## src/design/sleep_ctrl_pkg.sv

```systemverilog
// shared constants and carrier types for the sleep and clock gating block
package sleep_ctrl_pkg;

  // register addresses on the plain register port
  localparam logic [3:0] ADDR_SLEEP_CONTROL = 4'h0;
  localparam logic [3:0] ADDR_CLOCK_GATE    = 4'h1;
  localparam logic [3:0] ADDR_STATUS        = 4'h2;
  localparam logic [3:0] ADDR_STARTUP       = 4'h3;

  // sleep control field layout
  localparam int SLEEP_ENABLE_BIT = 5;
  localparam int SELECT_HI        = 4;
  localparam int SELECT_LO        = 3;
  localparam logic [7:0] SLEEP_CONTROL_MASK = 8'h38;

  // peripheral gate bit positions
  localparam int GATE_TWO_WIRE  = 7;
  localparam int GATE_SERIAL_B  = 6;
  localparam int GATE_SERIAL_A  = 5;
  localparam int GATE_SPI       = 4;
  localparam int GATE_TIMER_C   = 3;
  localparam int GATE_TIMER_B   = 2;
  localparam int GATE_TIMER_A   = 1;
  localparam int GATE_CONVERTER = 0;

  // reset values
  localparam logic [7:0]  RESET_SLEEP_CONTROL = 8'h00;
  localparam logic [7:0]  RESET_CLOCK_GATE    = 8'h00;
  localparam logic [15:0] RESET_STARTUP       = 16'h0040;

  // timing: four halted cycles after start-up, six cycles standby wake
  localparam logic [15:0] HALT_EXTRA_CYCLES   = 16'h0004;
  localparam logic [15:0] STANDBY_WAKE_CYCLES = 16'h0006;

  // sleep modes as selected by the two-bit field
  typedef enum logic [1:0] {
    MODE_IDLE    = 2'b00,
    MODE_NOISE   = 2'b01,
    MODE_POWER   = 2'b10,
    MODE_STANDBY = 2'b11
  } sleep_mode_t;

  typedef enum logic [1:0] {
    ST_RUN,
    ST_SLEEP,
    ST_STARTUP,
    ST_HALT
  } phase_t;

  // register port request
  typedef struct packed {
    logic [3:0] addr;
    logic [7:0] wdata;
    logic       write;
    logic       read;
  } reg_req_t;

  // wake event sources
  typedef struct packed {
    logic any_irq;
    logic timer_irq;
    logic watchdog_irq;
    logic ext0_level;
    logic ext0_edge;
    logic pin_change;
    logic conv_done;
    logic nvm_ready;
    logic serial_start;
    logic two_wire_match;
  } wake_src_t;

  // clock domain enables
  typedef struct packed {
    logic cpu;
    logic flash;
    logic io;
    logic conv;
    logic osc;
  } domain_en_t;

endpackage : sleep_ctrl_pkg

```

## src/design/sleep_clock_ctrl.sv

```systemverilog
// sleep mode controller and per-peripheral clock gating
// Function
// RULE_01: sleep entered only when sleep enable set and sleep instruction runs
// RULE_02: bits 4:3 pick idle, noise reduction, power-down or standby
// RULE_03: after interrupt wake, core held four cycles beyond start-up time
// RULE_04: register file and static memory untouched across sleep
// RULE_05: reset during sleep wakes device and restarts from reset vector
// RULE_06: idle stops core and flash clocks only; any enabled interrupt wakes
// RULE_07: enabled converter starts a conversion on idle or noise entry
// RULE_08: noise reduction also stops I/O clock; converter clock keeps running
// RULE_09: noise reduction wake sources include conversion done and nvm ready
// RULE_10: power-down stops oscillator; only asynchronous wake sources remain
// RULE_11: standby like power-down but oscillator runs; wakes in six cycles
// RULE_12: deep modes wake on external interrupt zero level, never edge
// RULE_13: level wake signal must be held until the device wakes
// RULE_14: gated peripheral state frozen, its registers not accessible
// RULE_15: clearing gate bit restarts clock, peripheral resumes prior state
// RULE_16: gate bits 7..0: two-wire, serial b, serial a, spi, timers, converter
// RULE_17: software reinitialises spi after ungating
// RULE_18: software disables converter before gating it
// RULE_19: comparator unavailable while converter is gated
// RULE_20: input buffers off when I/O and converter clocks both stopped
// RULE_21: comparator disabled automatically in power-down and standby
// RULE_22: reserved sleep control bits 7:6 and 2 read as zero
// RULE_23: software sets sleep enable just before sleep, clears after wake
// RULE_24: power-down wake delay follows the selected start-up time
// RULE_25: after power-down wake, clocks held gated until start-up elapses
//
// The implementer's own choices: the strobed register port and the register offsets.
`timescale 1ns/1ps

module sleep_clock_ctrl (
  // clock and reset
  input  wire logic                      CORE_CLK,
  input  wire logic                      RESET,
  // register port
  input  wire sleep_ctrl_pkg::reg_req_t  REG_REQ,
  output logic [7:0]                     REG_RDATA,
  // core side
  input  wire logic                      SLEEP_INSTR,
  input  wire logic                      CONVERTER_ENABLED,
  input  wire sleep_ctrl_pkg::wake_src_t WAKE_SRC,
  input  wire logic                      WAKE_RESET,
  // clock domains and peripherals
  output sleep_ctrl_pkg::domain_en_t     DOMAIN_EN,
  output logic [7:0]                     PERIPH_CLK_EN,
  output logic [7:0]                     PERIPH_ACCESS_EN,
  output logic                           CONV_START,
  output logic                           COMPARATOR_EN,
  output logic                           INPUT_BUFFER_EN,
  output logic                           CORE_HALT,
  output logic                           RESUME_IRQ,
  output logic                           RESTART_VECTOR
);

  ////////////////////////////////////////////////////////////////////////////
  // state

  typedef struct packed {
    logic [7:0]                  sleep_control;
    logic [7:0]                  clock_gate;
    logic [15:0]                 startup;
    sleep_ctrl_pkg::phase_t      phase;
    sleep_ctrl_pkg::sleep_mode_t mode;
    logic [15:0]                 count;
    logic                        by_reset;
    logic [7:0]                  rdata;
    sleep_ctrl_pkg::domain_en_t  domain;
    logic [7:0]                  clk_en;
    logic                        conv_start;
    logic                        comparator;
    logic                        inbuf;
    logic                        halt;
    logic                        resume;
    logic                        restart;
  } state_t;

  state_t cur;
  state_t next_cur;
  logic   wake;

  ////////////////////////////////////////////////////////////////////////////
  // wake qualification per mode

  // deep modes only see asynchronous sources; edge on ext zero is ignored
  always_comb begin
    case (cur.mode)
      sleep_ctrl_pkg::MODE_IDLE: begin
        wake = WAKE_SRC.any_irq | WAKE_SRC.timer_irq        // RULE_06
             | WAKE_SRC.watchdog_irq | WAKE_SRC.ext0_level
             | WAKE_SRC.ext0_edge | WAKE_SRC.pin_change
             | WAKE_SRC.conv_done | WAKE_SRC.nvm_ready
             | WAKE_SRC.serial_start | WAKE_SRC.two_wire_match;
      end
      sleep_ctrl_pkg::MODE_NOISE: begin
        wake = WAKE_SRC.watchdog_irq | WAKE_SRC.ext0_level  // RULE_09
             | WAKE_SRC.pin_change | WAKE_SRC.conv_done
             | WAKE_SRC.nvm_ready | WAKE_SRC.serial_start
             | WAKE_SRC.two_wire_match;                     // RULE_12
      end
      default: begin
        wake = WAKE_SRC.watchdog_irq | WAKE_SRC.ext0_level  // RULE_10
             | WAKE_SRC.pin_change | WAKE_SRC.serial_start
             | WAKE_SRC.two_wire_match;                     // RULE_12
      end
    endcase
  end

  ////////////////////////////////////////////////////////////////////////////
  // next state

  always_comb begin
    next_cur            = cur;
    next_cur.conv_start = 1'b0;
    next_cur.resume     = 1'b0;
    next_cur.restart    = 1'b0;
    next_cur.rdata      = 8'h00;

    // register writes; the register file and memory are never touched here
    if (REG_REQ.write) begin                                // RULE_04
      if (REG_REQ.addr == sleep_ctrl_pkg::ADDR_SLEEP_CONTROL) begin
        next_cur.sleep_control = REG_REQ.wdata
                               & sleep_ctrl_pkg::SLEEP_CONTROL_MASK;
      end else if (REG_REQ.addr == sleep_ctrl_pkg::ADDR_CLOCK_GATE) begin
        next_cur.clock_gate = REG_REQ.wdata;                // RULE_16
      end else if (REG_REQ.addr == sleep_ctrl_pkg::ADDR_STARTUP) begin
        next_cur.startup = {8'h00, REG_REQ.wdata};          // RULE_24
      end
    end

    // register reads; reserved bits are masked out at the write
    if (REG_REQ.read) begin
      if (REG_REQ.addr == sleep_ctrl_pkg::ADDR_SLEEP_CONTROL) begin
        next_cur.rdata = cur.sleep_control;                 // RULE_22
      end else if (REG_REQ.addr == sleep_ctrl_pkg::ADDR_CLOCK_GATE) begin
        next_cur.rdata = cur.clock_gate;
      end else if (REG_REQ.addr == sleep_ctrl_pkg::ADDR_STATUS) begin
        next_cur.rdata = {4'h0, cur.mode, cur.phase};
      end else if (REG_REQ.addr == sleep_ctrl_pkg::ADDR_STARTUP) begin
        next_cur.rdata = cur.startup[7:0];
      end
    end

    // sleep sequencer
    case (cur.phase)
      sleep_ctrl_pkg::ST_RUN: begin
        if (SLEEP_INSTR
            && cur.sleep_control[sleep_ctrl_pkg::SLEEP_ENABLE_BIT]) begin
          next_cur.phase = sleep_ctrl_pkg::ST_SLEEP;        // RULE_01
          next_cur.mode  = sleep_ctrl_pkg::sleep_mode_t'(
            cur.sleep_control[sleep_ctrl_pkg::SELECT_HI:
                              sleep_ctrl_pkg::SELECT_LO]);  // RULE_02
          next_cur.conv_start = CONVERTER_ENABLED
            & ~cur.sleep_control[sleep_ctrl_pkg::SELECT_HI]; // RULE_07
        end
      end
      sleep_ctrl_pkg::ST_SLEEP: begin
        if (WAKE_RESET) begin
          next_cur.phase    = sleep_ctrl_pkg::ST_STARTUP;   // RULE_05
          next_cur.by_reset = 1'b1;
        end else if (wake) begin
          next_cur.phase    = sleep_ctrl_pkg::ST_STARTUP;
          next_cur.by_reset = 1'b0;
        end
        // start-up length depends on how deep the sleep was
        if (cur.mode == sleep_ctrl_pkg::MODE_POWER) begin
          next_cur.count = cur.startup;                     // RULE_25
        end else if (cur.mode == sleep_ctrl_pkg::MODE_STANDBY) begin
          // start-up spends count plus one cycles, so take one off here
          // to land on six cycles from wake sample to resume
          next_cur.count = sleep_ctrl_pkg::STANDBY_WAKE_CYCLES
                         - sleep_ctrl_pkg::HALT_EXTRA_CYCLES
                         - 16'h0001;                        // RULE_11
        end else begin
          next_cur.count = 16'h0000;
        end
      end
      sleep_ctrl_pkg::ST_STARTUP: begin
        if (cur.count == 16'h0000) begin
          if (cur.by_reset) begin
            next_cur.phase   = sleep_ctrl_pkg::ST_RUN;
            next_cur.restart = 1'b1;                        // RULE_05
          end else begin
            next_cur.phase = sleep_ctrl_pkg::ST_HALT;
            next_cur.count = sleep_ctrl_pkg::HALT_EXTRA_CYCLES
                           - 16'h0001;                      // RULE_03
          end
        end else begin
          next_cur.count = cur.count - 16'h0001;
        end
      end
      default: begin
        if (cur.count == 16'h0000) begin
          next_cur.phase  = sleep_ctrl_pkg::ST_RUN;
          next_cur.resume = 1'b1;                           // RULE_03
        end else begin
          next_cur.count = cur.count - 16'h0001;
        end
      end
    endcase

    // clock domain enables follow the phase of the next cycle
    next_cur.domain = '{cpu: 1'b1, flash: 1'b1, io: 1'b1,
                        conv: 1'b1, osc: 1'b1};
    next_cur.halt   = 1'b0;
    if (next_cur.phase != sleep_ctrl_pkg::ST_RUN) begin
      next_cur.halt         = 1'b1;
      next_cur.domain.cpu   = 1'b0;                         // RULE_06
      next_cur.domain.flash = 1'b0;
      if (next_cur.mode != sleep_ctrl_pkg::MODE_IDLE) begin
        next_cur.domain.io = 1'b0;                          // RULE_08
      end
      if (next_cur.mode[1]) begin
        next_cur.domain.conv = 1'b0;                        // RULE_10
        next_cur.domain.osc  = next_cur.mode[0]             // RULE_11
          | (next_cur.phase == sleep_ctrl_pkg::ST_STARTUP); // RULE_25
      end
    end
    // hold the halt window with core gated; io, converter and oscillator clocks run again
    if (next_cur.phase == sleep_ctrl_pkg::ST_HALT) begin
      next_cur.domain.io   = 1'b1;
      next_cur.domain.conv = 1'b1;
      next_cur.domain.osc  = 1'b1;
    end

    // comparator and input buffers in the deep modes
    next_cur.comparator = ~next_cur.clock_gate[sleep_ctrl_pkg::GATE_CONVERTER]
      & next_cur.domain.conv;                               // RULE_19 RULE_21
    next_cur.inbuf = next_cur.domain.io | next_cur.domain.conv; // RULE_20

    // peripheral clocks: gate bit or a stopped I/O clock freezes them; the converter follows its own domain
    next_cur.clk_en = ~next_cur.clock_gate
                    & {8{next_cur.domain.io}};              // RULE_14 RULE_15
    next_cur.clk_en[sleep_ctrl_pkg::GATE_CONVERTER] =
      ~next_cur.clock_gate[sleep_ctrl_pkg::GATE_CONVERTER]
      & next_cur.domain.conv;

    if (RESET) begin
      next_cur               = '0;
      next_cur.sleep_control = sleep_ctrl_pkg::RESET_SLEEP_CONTROL;
      next_cur.clock_gate    = sleep_ctrl_pkg::RESET_CLOCK_GATE;
      next_cur.startup       = sleep_ctrl_pkg::RESET_STARTUP;
      next_cur.phase         = sleep_ctrl_pkg::ST_RUN;
      next_cur.mode          = sleep_ctrl_pkg::MODE_IDLE;
      next_cur.domain        = '1;
      next_cur.clk_en        = '1;
      next_cur.comparator    = 1'b1;
      next_cur.inbuf         = 1'b1;
    end
  end

  ////////////////////////////////////////////////////////////////////////////
  // registers

  always_ff @(posedge CORE_CLK) begin
    cur <= next_cur;
  end

  // all outputs come from flip-flops
  assign REG_RDATA        = cur.rdata;
  assign DOMAIN_EN        = cur.domain;
  assign PERIPH_CLK_EN    = cur.clk_en;
  assign PERIPH_ACCESS_EN = cur.clk_en;                     // RULE_14
  assign CONV_START       = cur.conv_start;
  assign COMPARATOR_EN    = cur.comparator;
  assign INPUT_BUFFER_EN  = cur.inbuf;
  assign CORE_HALT        = cur.halt;
  assign RESUME_IRQ       = cur.resume;
  assign RESTART_VECTOR   = cur.restart;

endmodule : sleep_clock_ctrl

```

## config.mk

```make
export PLATFORM = sky130hd
export DESIGN_NAME = sleep_clock_ctrl
export DESIGN_NICKNAME = d
export VERILOG_FILES = /design/src/design/sleep_ctrl_pkg.sv /design/src/design/sleep_clock_ctrl.sv
export SDC_FILE = /design/constraint.sdc
export NUM_CORES = 1
export LEC_CHECK = 0
export BUFFER_PORTS_ARGS = -buffer_cell sky130_fd_sc_hd__buf_2
export CELL_PAD_IN_SITES_DETAIL_PLACEMENT = 1
export CELL_PAD_IN_SITES_GLOBAL_PLACEMENT = 1
export CORE_MARGIN = 4
export CORE_UTILIZATION = 44
export DETAILED_ROUTE_END_ITERATION = 8
export PLACE_DENSITY = 0.81
export REMOVE_ABC_BUFFERS = 1
export SETUP_SLACK_MARGIN = 0.4
export SYNTH_ARGS = -nofsm -noshare
export SYNTH_HDL_FRONTEND = slang
export SYNTH_SLANG_ARGS = --single-unit
```

## constraint.sdc

```tcl
create_clock -name CORE_CLK -period 6.94 [get_ports CORE_CLK]
set_input_delay 1.388 -clock CORE_CLK [delete_from_list [all_inputs] [get_ports CORE_CLK]]
set_output_delay 1.388 -clock CORE_CLK [all_outputs]
set_load 0.01 [all_outputs]
```

==> summary.txt, run 1 <==
Finish
  • Util after Layout: 0.5079
  • Filler instances: about 850
  • Nets: 419
  • Layout Area Growth over Synthesis: 11.80%
  • Share of cells above drive strength 1: 0.2282
  • Antenna cell count: 0

STA
  • RSZ-0062 raised after global routing: no
  • Final setup fails: 0
  • Final hold viol count: 0
  • Least-Margin Pin Slew: between 1 and 1.5 ns
  • Layout Skew: 0.01219 ns
  • Hold WS: approximately 0.5 ns
  • Final Max Slew Viols: 0
  • Setup TNS: 0 ns
  • F_max: 292.2 MHz
  • Max-slew headroom: 0.1951
  • Final min period: roughly 3.4 ns
  • Fin crit share: 0.4931

Die
  • I/O pins: 64
  • # rows: 30
  • Die Height: 91.76 µm
  • Initial Util: 0.4543
  • Core area: slightly below 0.007 mm²
  • Die area: about 0.0084 mm²
  • Die Width: just over 90 µm

Logic synthesis
  • Avg Inst Size Synth: roughly 8.8 µm²
  • Main synth FF type: dfxtp_1
  • Main combinational cell family by area after synthesis: simple AND/OR/NAND/NOR gates
  • Yosys reg bits: between 60 and 70
  • Synth Area in Adders: 0.02027
  • Post-synthesis cell type count: between 50 and 60
  • Post-synth EDFFs: 0
  • Ys async rst share: 0
  • Sequential fraction of the synthesis area: 0.4216
  • Synthesized cell area: around 0.003 mm²
  • Post-synthesis cell count: around 350
  • Post-synthesis simple-gate area fraction: 0.2136
  • Synth Area in Compound Gates: 0.1403
  • YS warnings: 0
  • Post-synthesis mux area share: 0.08229
  • Xor/xnor share of the synthesized area: 0.01986

CTS
  • CTS resizes: 0
  • CTS Hold Bufs: 0
  • Clock transition at the registers of the reported paths: around 0.080 ns
  • Clk buf depth: 2
  • Setup bufs post-CTS: 0
  • Worst skew pair latency: 0.35 ns
  • Htree depth: 3
  • # clock sinks: 65
  • CTS tree: done
  • Root buf cell: clkbuf_8
  • Total CTS buffers: 9

Run status
  • Status: finished, final reports clean

Routing
  • DR vias: between 2000 and 3000
  • ANT nets after route: 0
  • DRT Pass-1 Iters: 4
  • Vias per cell: 5.368
  • DRC: 0
  • Iter 0 DRT Violations: ~150
  • Routed len/inst: 16.25 µm
  • Drt total wl: approximately 7900 µm

Critical path
  • Worst r2r dst: PERIPH_ACCESS_EN[0]$_SDFF_PP1_
  • Arrival time worst endpoint: between 3 and 4 ns
  • Max incr delay on CP: 0.82 ns
  • Crit. End Element: flip-flop
  • Critical path, cell by cell: inv_1 -> ha_1 -> nor4b_2 -> and4_4 -> mux2_2 -> a2111oi_4 -> xor2_1 -> a21oi_1
  • Setup CP Type: reg -> reg
  • Worst path slowest cell: xor2_1
  • Worst r2r path cells: 8
  • Setup crit start kind: flip-flop
  • Worst Setup SP: cur[28]$_SDFFE_PP0P_
  • R2R Setup Slk: between 3 and 4 ns
  • Critical path peak fanout: 11
  • Worst setup endpoint: PERIPH_ACCESS_EN[0]$_SDFF_PP1_
  • Reg2reg start: cur[28]$_SDFFE_PP0P_
  • Data required, critical path: between 7 and 8 ns

Power
  • Pwr/cell area: approximately 300 mW/mm²
  • Pwr Total: just over 1 mW
  • Leak: roughly 1.5 nW
  • Peak supply drop: 0.1189 mV

Global routing
  • First-pass GRT wire length: 13200 µm
  • Initial antenna violation count: 0
  • Remaining global-route overflow: 0
  • GRT Total Usage: 0.1987
  • Vias in the first global route: between 2000 and 3000
  • Pin count of the biggest net entering global routing: 40

Run
  • Max Cap Viol: 0

Placed design
  • Port bufs: 63
  • Routability cong.: a little under 0.8
  • Final HPWL DP: 5657 µm

Min path
  • HP Start: cur[66]$_SDFF_PP0_
  • Hold WC Path Type: reg -> reg
-- worst min path at each step --
stage	endpoint	slack, ns	cells past startpoint
2_1_floorplan	cur[54]$_SDFFE_PP1P_	0.46	1
3_3_place_gp	cur[43]$_SDFFE_PP0P_	0.50	2
3_5_place_dp	REG_RDATA[7]$_SDFF_PP0_	0.49	2
4_1_cts	REG_RDATA[2]$_SDFF_PP0_	0.51	2
5_1_grt	REG_RDATA[7]$_SDFF_PP0_	0.54	2
6_report	REG_RDATA[2]$_SDFF_PP0_	0.51	2
-- worst max-delay path: cells and delay by family (launching register included) --
kind / cells / cell delay, ns
compound gates: 2 / 0.61
buf+inv: 1 / 0.07
simple gates: 2 / 0.78
xor+xnor: 1 / 0.82
mux: 1 / 0.39
fa+ha+maj: 1 / 0.22
flops: 1 / 0.36
-- layout by cell type (no fill, tap or decap), types with 2 or more instances in the layout --
cell,Yosys,layout
nand4_1,5,5
nand4b_1,2,2
mux2i_1,22,22
nor3b_1,4,4
a31o_2,2,2
nor3_1,6,6
nand3_1,6,6
a21oi_1,17,17
dfxtp_1,65,65
ha_1,5,5
a22oi_1,8,8
buf_2,0,63
a2111oi_0,2,2
xor2_1,7,7
clkbuf_8,0,9
nor4_1,10,10
inv_1,11,11
nor2b_1,3,3
o21ai_0,14,14
clkinvlp_4,0,2
nor2_1,63,63
or3_1,3,3
nand2_1,27,27
-- area by class of cell --
cell class,count,area [µm²],share of cell area
clock inverter,6,67.56,0.01958
clock buffer,10,127.6,0.03698
sequential,65,1301,0.3771
timing repair buffer,64,322.8,0.09355
multi-input combinational,234,1470,0.4260
inverter,11,41.29,0.01197
tap,96,120.1,0.03481
-- through the flow --
| step | area (µm²) | setup WS [ns] | std cells |
|---|---|---|---|
| 2_1_floorplan | 2813 | 3.778 | 310 |
| 5_1_grt | 3451 | 3.273 | 486 |
| 6_report | 3451 | 3.518 | 486 |
| 4_1_cts | 3451 | 3.533 | 486 |
| 3_3_place_gp | 3256 | 3.272 | 470 |
| 3_5_place_dp | 3256 | 3.226 | 470 |
-- per-layer routing --
layer | GRT usage | up-vias | part of all wire
met1 | 0.2554 | 1260 | 0.45
met2 | 0.3232 | 66 | 0.49
li1 | - | 1273 | -
met5 | 0 | - | 0
met3 | 0.04266 | 10 | 0.049
met4 | 0.08168 | 0 | 0.012
-- where the power goes --
part           total, mW  leakage [nW]  switching [mW]  internal [mW]
combinational      0.303         0.875           0.185          0.117
clock              0.322        0.0929           0.155          0.167
sequential         0.409         0.526          0.0178          0.392
-- Yosys cell counts, types with 2 or more instances --
cell type   n  share of area
mux2i_1    22          0.071
clkbuf_1    9          0.011
nand4_1     5          0.010
nor3b_1     4         0.0097
dfxtp_1    65           0.42
a31o_2      2         0.0057
inv_1      11          0.013
nand3_1     6         0.0097
ha_1        5          0.020
buf_4      30          0.073
a21oi_1    17          0.028
nand4b_1    2         0.0057
a22oi_1     8          0.019
nand2_1    27          0.033
nor2b_1     3         0.0061
nor4_1     10          0.020
xor2_1      7          0.020
or3_1       3         0.0061
o21ai_0    14          0.023
nor2_1     63          0.077
nor3_1      6         0.0097
a2111oi_0   2         0.0057
-- flip-flops by register name (all words and copies together), names as in the netlist --
signal	cells
cur	40
PERIPH_ACCESS_EN	8
REG_RDATA	8
DOMAIN_EN	4
CONV_START	1
CORE_HALT	1
INPUT_BUFFER_EN	1
RESTART_VECTOR	1
RESUME_IRQ	1
-- cell families (layout without fill, tap and decap cells) --
group           Yosys count  after routing
compound gates           60             60
xor+xnor                  7              7
fa+ha+maj                 5              5
buf+inv                  52             91
flops                    65             65
mux                      24             24
simple gates            138            138
(Power assumes the default switching activity.)
==> run 2: changes to the inputs <==
CORE_UTILIZATION = 37   (was 44)
PLACE_DENSITY = 0.72   (was 0.81)
clock period = 3.1 ns   (was 6.94 ns; I/O delays follow)
==> run 2 against run 1 <==
Compared with the run above: die area rose by 17%; sequential power grew 120%; core utilization fell by 7.9 points; count of clock-buffer cells in the layout unchanged; maximum frequency rose by 34%; critical path depth up 1; critical path type unchanged; critical endpoint unchanged; highest routed layer unchanged.
==> summary.txt, run 2 (synthesis results as in run 1) <==
Finish
  • Antenna cell count: 0 (unchanged)
  • Commonest cells after routing, fill and taps aside: dfxtp_1 (65), nor2_1 (63), buf_2 (63)
  • Largest Register: cur
  • Layout Area Growth over Synthesis: 13.70%
  • Commonest non-fill, non-tap cell in the layout: dfxtp_1
  • Share of cells above drive strength 1: 0.2449 (+0.01674)
  • Util after Layout: 0.4293 (-0.07863)
  • Filler instances: 1002 (+18%)
  • Post-route insts no fill: 501 (+3.1%)
  • Number of flip-flops in the largest register: 40 (unchanged)
  • Post-route design area: 0.003510 mm² (+1.7%)
  • Nets: 425 (+1.4%)

Critical path
  • Arrival time worst endpoint: 2.79 ns (-0.81 ns)
  • Worst r2r dst: PERIPH_ACCESS_EN[0]$_SDFF_PP1_
  • Worst setup endpoint: PERIPH_ACCESS_EN[0]$_SDFF_PP1_
  • Data required, critical path: 3.33 ns (-3.78 ns)
  • Critical path peak fanout: 11 (unchanged)
  • Reg2reg start: cur[28]$_SDFFE_PP0P_
  • Worst Setup SP: cur[28]$_SDFFE_PP0P_
  • R2R Setup Slk: 0.54 ns (-2.97 ns)
  • Setup CP Type: reg -> reg
  • Worst r2r path cells: 9 (+1)
  • Crit. End Element: flip-flop
  • Setup crit start kind: flip-flop

Routing
  • Met3 wire length: 303 µm (-21%)
  • ANT nets after route: 0 (unchanged)
  • WL met1: 3709 µm (+5.2%)
  • Highest metal used: met4
  • Drt total wl: 7879 µm (-0.24%)
  • Iter 0 DRT Violations: 153 (+4.1%)
  • DRT Pass-1 Iters: 4 (unchanged)
  • DRC: 0 (unchanged)
  • Vias per cell: 5.146 (-4.1%)
  • DR vias: 2578 (-1.2%)
  • Routed len/inst: 15.73 µm (-3.2%)
  • DR WL met2: 3732 µm (-4.0%)

CTS
  • Htree depth: 3 (unchanged)
  • Total CTS buffers: 9 (unchanged)
  • CTS Hold Bufs: 0 (unchanged)
  • Root buf cell: clkbuf_8
  • Worst skew pair latency: 0.36 ns (about the same)
  • Clk buf depth: 2 (unchanged)
  • # clock sinks: 65 (unchanged)
  • Clock transition at the registers of the reported paths: 0.09 ns (about the same)
  • CTS tree: done

STA
  • Final hold viol count: 0 (unchanged)
  • Max-slew headroom: 0.5135 (+0.3185)
  • Worst Slack Setup Final: 0.5436 ns (-2.974 ns)
  • Final setup fails: 0 (unchanged)
  • Layout Skew: 0.01504 ns (+0.002859 ns)
  • Final min period: 2.556 ns (-0.8657 ns)
  • F_max: 391.2 MHz (+34%)
  • Fin crit share: 0.8247 (+0.3316)
  • RSZ-0062 raised after global routing: no
  • Setup TNS: 0 ns (unchanged)
  • Least-Margin Pin Slew: 0.7281 ns (-0.4721 ns)
  • Final Max Slew Viols: 0 (unchanged)

Run
  • Max Cap Viol: 0 (unchanged)

Die
  • I/O pins: 64 (unchanged)
  • Die Width: 99.34 µm (+8.3%)
  • Core area: 0.008175 mm² (+20%)
  • Initial Util: 0.3776 (-0.07676)
  • # rows: 33 (+10%)
  • Die area: 0.009867 mm² (+17%)
  • Die Height: 99.34 µm (+8.3%)

Placed design
  • Final HPWL DP: 5734 µm (+1.4%)
  • Placed cells: 483 (+2.8%)
  • Port bufs: 63 (unchanged)
  • Routability cong.: 0.8610 (+8.6%)
  • Place WS: 0.3019 ns (-2.924 ns)
  • Placed Area: 0.003297 mm² (+1.3%)

Global routing
  • GRT Total Usage: 0.1664 (-0.03229)
  • Initial antenna violation count: 0 (unchanged)
  • Remaining global-route overflow: 0 (unchanged)
  • First-pass GRT wire length: 13110 µm (-0.67%)
  • Pin count of the biggest net entering global routing: 26 (-35%)
  • Vias in the first global route: 2697 (+1.1%)

Run status
  • Status: finished, final reports clean

Min path
  • Hold WC Path Type: reg -> reg

Power
  • Pwr/cell area: 661.8 mW/mm² (+120%)
  • Leak: 1.536 nW (+2.8%)
  • Peak supply drop: 0.2430 mV (+100%)
run 2: where the power goes:
part | internal [mW] | total [mW] | switching, mW
logic | 0.308 | 0.723 | 0.415
clock network | 0.320 | 0.681 | 0.361
registers | 0.877 | 0.918 | 0.0415
run 2: critical path, stage by stage (launching register included):
cell and delay [ns]:
dfxtp_1 0.34, inv_1 0.07, ha_1 0.21, nor4b_4 0.28
and4_4 0.27, mux2_2 0.36, a2111oi_4 0.39, xor2_1 0.21
buf_4 0.22, a21oi_1 0.09
run 2: repair_timing:
| item | 4_1_cts | 5_1_grt |
|---|---|---|
| pin swaps | 1 | 1 |
| endpoints found under the setup margin | 11 | 21 |
| buffers inserted | 1 | 1 |
| gates resized for setup | 1 | 1 |
run 2: metal layers:
layer | global-route usage | up-vias
li1 | - | 1289
met1 | 0.2125 | 1230
met2 | 0.2758 | 48
met3 | 0.03787 | 11
met4 | 0.05882 | 0
met5 | 0 | -
run 2: worst min-delay path by stage:
stage,start,depth (start not counted),end
floorplan,cur[54]$_SDFFE_PP1P_,1,cur[54]$_SDFFE_PP1P_
global placement,cur[43]$_SDFFE_PP0P_,2,cur[43]$_SDFFE_PP0P_
detailed placement,cur[70]$_SDFF_PP0_,2,REG_RDATA[6]$_SDFF_PP0_
CTS,CONVERTER_ENABLED,2,CONV_START$_SDFF_PP0_
global route,CONVERTER_ENABLED,2,CONV_START$_SDFF_PP0_
finish,cur[66]$_SDFF_PP0_,2,REG_RDATA[2]$_SDFF_PP0_
run 2: cell type report:
cell class / count / area [µm²] / share of cell area
Inverter: 11 / 41.29 / 0.01176
Multi-Input combinational cell: 234 / 1483 / 0.4225
Tap cell: 105 / 131.4 / 0.03743
Clock buffer: 10 / 137.6 / 0.03922
Timing Repair Buffer: 70 / 367.9 / 0.1048
Clock inverter: 6 / 47.55 / 0.01355
Sequential cell: 65 / 1301 / 0.3708
run 2: per-stage QoR:
step           power [mW]  hold WS [ns]
2_1_floorplan       1.410        0.4580
3_3_place_gp        1.607        0.5010
3_5_place_dp        1.624        0.5030
4_1_cts             2.331        0.5089
5_1_grt             2.475        0.5240
6_report            2.323        0.5034
==> run 3: changes to the inputs <==
CORE_UTILIZATION = 41   (was 37)
PLACE_DENSITY = 0.76   (was 0.72)
clock period = 2.7 ns   (was 3.1 ns; I/O delays follow)
==> run 3 against run 2 <==
Compared with the run above: die area decreased by 9.0%; routed wire length grew 7.0%; non-clock buffer count rose by 11; clock power is 26% higher; clock skew is essentially flat; first-iteration DRC count down 56%; largest cell class unchanged.
==> summary.txt, run 3 (synthesis results as in run 1) <==
STA
  • Hold WS: 0.4442 ns (-0.05925 ns)
  • Layout Skew: 0.01468 ns (-0.0003671 ns)
  • Setup TNS: 0 ns (unchanged)
  • Final Max Slew Viols: 0 (unchanged)
  • RSZ-0062 raised after global routing: yes
  • Least-Margin Pin Slew: 0.6536 ns (-0.07449 ns)
  • Final hold viol count: 0 (unchanged)
  • Final min period: 2.367 ns (-0.1894 ns)
  • Max-slew headroom: 0.5627 (+0.04910)
  • F_max: 422.5 MHz (+8.0%)
  • Worst Slack Setup Final: 0.3330 ns (-0.2106 ns)
  • Final setup fails: 0 (unchanged)
  • Fin crit share: 0.8767 (+0.05202)

Routing
  • Drt total wl: 8434 µm (+7.0%)
  • DR vias: 2707 (+5.0%)
  • Routed len/inst: 16.67 µm (+6.0%)
  • Iter 0 DRT Violations: 68 (-56%)
  • Vias per cell: 5.350 (+4.0%)
  • DRC: 0 (unchanged)
  • DRT Pass-1 Iters: 6 (+2)
  • ANT nets after route: 0 (unchanged)

CTS
  • Worst skew pair latency: 0.35 ns (about the same)
  • CTS Hold Bufs: 0 (unchanged)
  • Total CTS buffers: 9 (unchanged)
  • Clock transition at the registers of the reported paths: 0.08 ns (about the same)
  • # clock sinks: 65 (unchanged)
  • CTS tree: done
  • Htree depth: 3 (unchanged)
  • Root buf cell: clkbuf_8
  • Clk buf depth: 2 (unchanged)

Finish
  • Seq. cell area: 0.001305 mm² (+0.29%)
  • Antenna cell count: 0 (unchanged)
  • Largest Register: cur
  • Commonest non-fill, non-tap cell in the layout: buf_2
  • Multi-input logic area: 0.001554 mm² (+4.8%)
  • Commonest cells after routing, fill and taps aside: buf_2 (63), dfxtp_1 (62), nor2_1 (62)
  • Filler instances: 914 (-8.8%)
  • Nets: 436 (+2.6%)
  • Layout Area Growth over Synthesis: 19.54%
  • Number of flip-flops in the largest register: 40 (unchanged)
  • Share of cells above drive strength 1: 0.2973 (+0.05235)

Global routing
  • First-pass GRT wire length: 13970 µm (+6.5%)
  • Pin count of the biggest net entering global routing: 21 (-19%)
  • GRT Total Usage: 0.2021 (+0.03573)
  • Initial antenna violation count: 0 (unchanged)
  • Remaining global-route overflow: 0 (unchanged)
  • Vias in the first global route: 2784 (+3.2%)

Die
  • Core area: 0.007292 mm² (-11%)
  • Die Height: 94.77 µm (-4.6%)
  • Initial Util: 0.4233 (+0.04574)
  • I/O pins: 64 (unchanged)
  • Die Width: 94.77 µm (-4.6%)
  • Die area: 0.008980 mm² (-9.0%)
  • # rows: 31 (-6.1%)

Critical path
  • Setup CP Type: reg -> reg
  • Data required, critical path: 2.94 ns (-0.39 ns)
  • Setup crit start kind: flip-flop
  • Arrival time worst endpoint: 2.61 ns (-0.18 ns)
  • Worst Setup SP: cur[29]$_SDFFE_PP0P_
  • Critical path peak fanout: 6 (-5)
  • Reg2reg start: cur[29]$_SDFFE_PP0P_
  • Crit. End Element: flip-flop

Power
  • Comb pwr share: 0.350 (+0.039)
  • Clock group share of total power: 0.291 (-0.002)
  • P_int: 1.937 mW (+29%)
  • Leak: 1.616 nW (+5.2%)
  • Seq pwr share: 0.359 (-0.036)
  • Sw frac: 0.3430 (-0.009311)
  • Peak supply drop: 0.4465 mV (+84%)
  • Switching pwr: 1.011 mW (+24%)
  • Pwr Total: 2.948 mW (+27%)
  • Pwr/cell area: 798.9 mW/mm² (+21%)

Run
  • Max Cap Viol: 0 (unchanged)

Placed design
  • Final HPWL DP: 5983 µm (+4.3%)
  • Port bufs: 63 (unchanged)
  • Place WS: 0.005510 ns (-0.2964 ns)
  • Routability cong.: 0.8181 (-5.0%)

Min path
  • Hold WC Path Type: in -> reg
  • HP Start: REG_REQ[9]

Run status
  • Status: finished, final reports clean
run 3: changes by cell type in the layout (fill, tap and decap cells not counted), sizes merged:
cell / before / now
buf: 70 / 81
inv: 14 / 12
bufinv: 0 / 1
clkbuf: 10 / 11
clkinv: 2 / 1
clkinvlp: 1 / 2
run 3: timing repair:
action                     in CTS  in global routing
gates cloned                    1                  0
setup buffers                   4                  5
pin swaps                       4                  5
resized for setup              20                  5
setup endpoints to repair      26                 17
run 3: area by class of cell:
cell class                 instances  area share
sequential                        65      0.3537
inverter                          11     0.01119
multi-input combinational        234      0.4212
tap                               99     0.03357
clock buffer                      11     0.03832
clock inverter                     5     0.01695
timing repair buffer              81      0.1251
run 3: path summary, 6_finish.rpt:
path | slack [ns] | cells past startpoint | to
setup / recovery | 0.33 | 10 | PERIPH_ACCESS_EN[3]$_SDFF_PP1_
setup reg to reg | 0.33 | 10 | PERIPH_ACCESS_EN[3]$_SDFF_PP1_
hold / removal | 0.44 | 3 | cur[55]$_SDFFE_PP0P_
hold reg to reg | 0.51 | 2 | REG_RDATA[6]$_SDFF_PP0_
run 3: worst max-delay path: stages (launching register included):
cell	delay (ns)
dfxtp_2	0.34
inv_2	0.08
ha_4	0.13
nor4b_4	0.20
and4_4	0.27
mux2_4	0.31
a2111oi_4	0.30
buf_6	0.17
xor2_4	0.21
buf_6	0.16
a21oi_1	0.08
run 3: metal layers:
metal / global-route usage / wire length (µm) / up-vias
li1: - / - / 1310
met5: 0 / 0 / -
met3: 0.04303 / 420 / 13
met2: 0.3494 / 4180 / 69
met4: 0.07813 / 159 / 0
met1: 0.2441 / 3674 / 1315
run 3: metrics by stage:
| step | util | cells | area [µm²] |
|---|---|---|---|
| final | 0.5060 | 506 | 3690 |
| after global routing | 0.5060 | 506 | 3690 |
| after CTS | 0.4986 | 501 | 3636 |
| after detailed placement | 0.4542 | 480 | 3312 |
| after global placement | 0.4542 | 480 | 3312 |
| after floorplan | - | 310 | 2813 |
run 3: power groups by stage:
| stage | registers, mW | clock network, mW | logic (mW) |
|---|---|---|---|
| final | 1.06 | 0.857 | 1.03 |
| after global routing | 1.07 | 0.936 | 1.13 |
| after CTS | 1.06 | 0.871 | 0.969 |
| after detailed placement | 1.08 | 0 | 0.816 |
| after global placement | 1.07 | 0 | 0.790 |
| after floorplan | 1.07 | 0 | 0.548 |
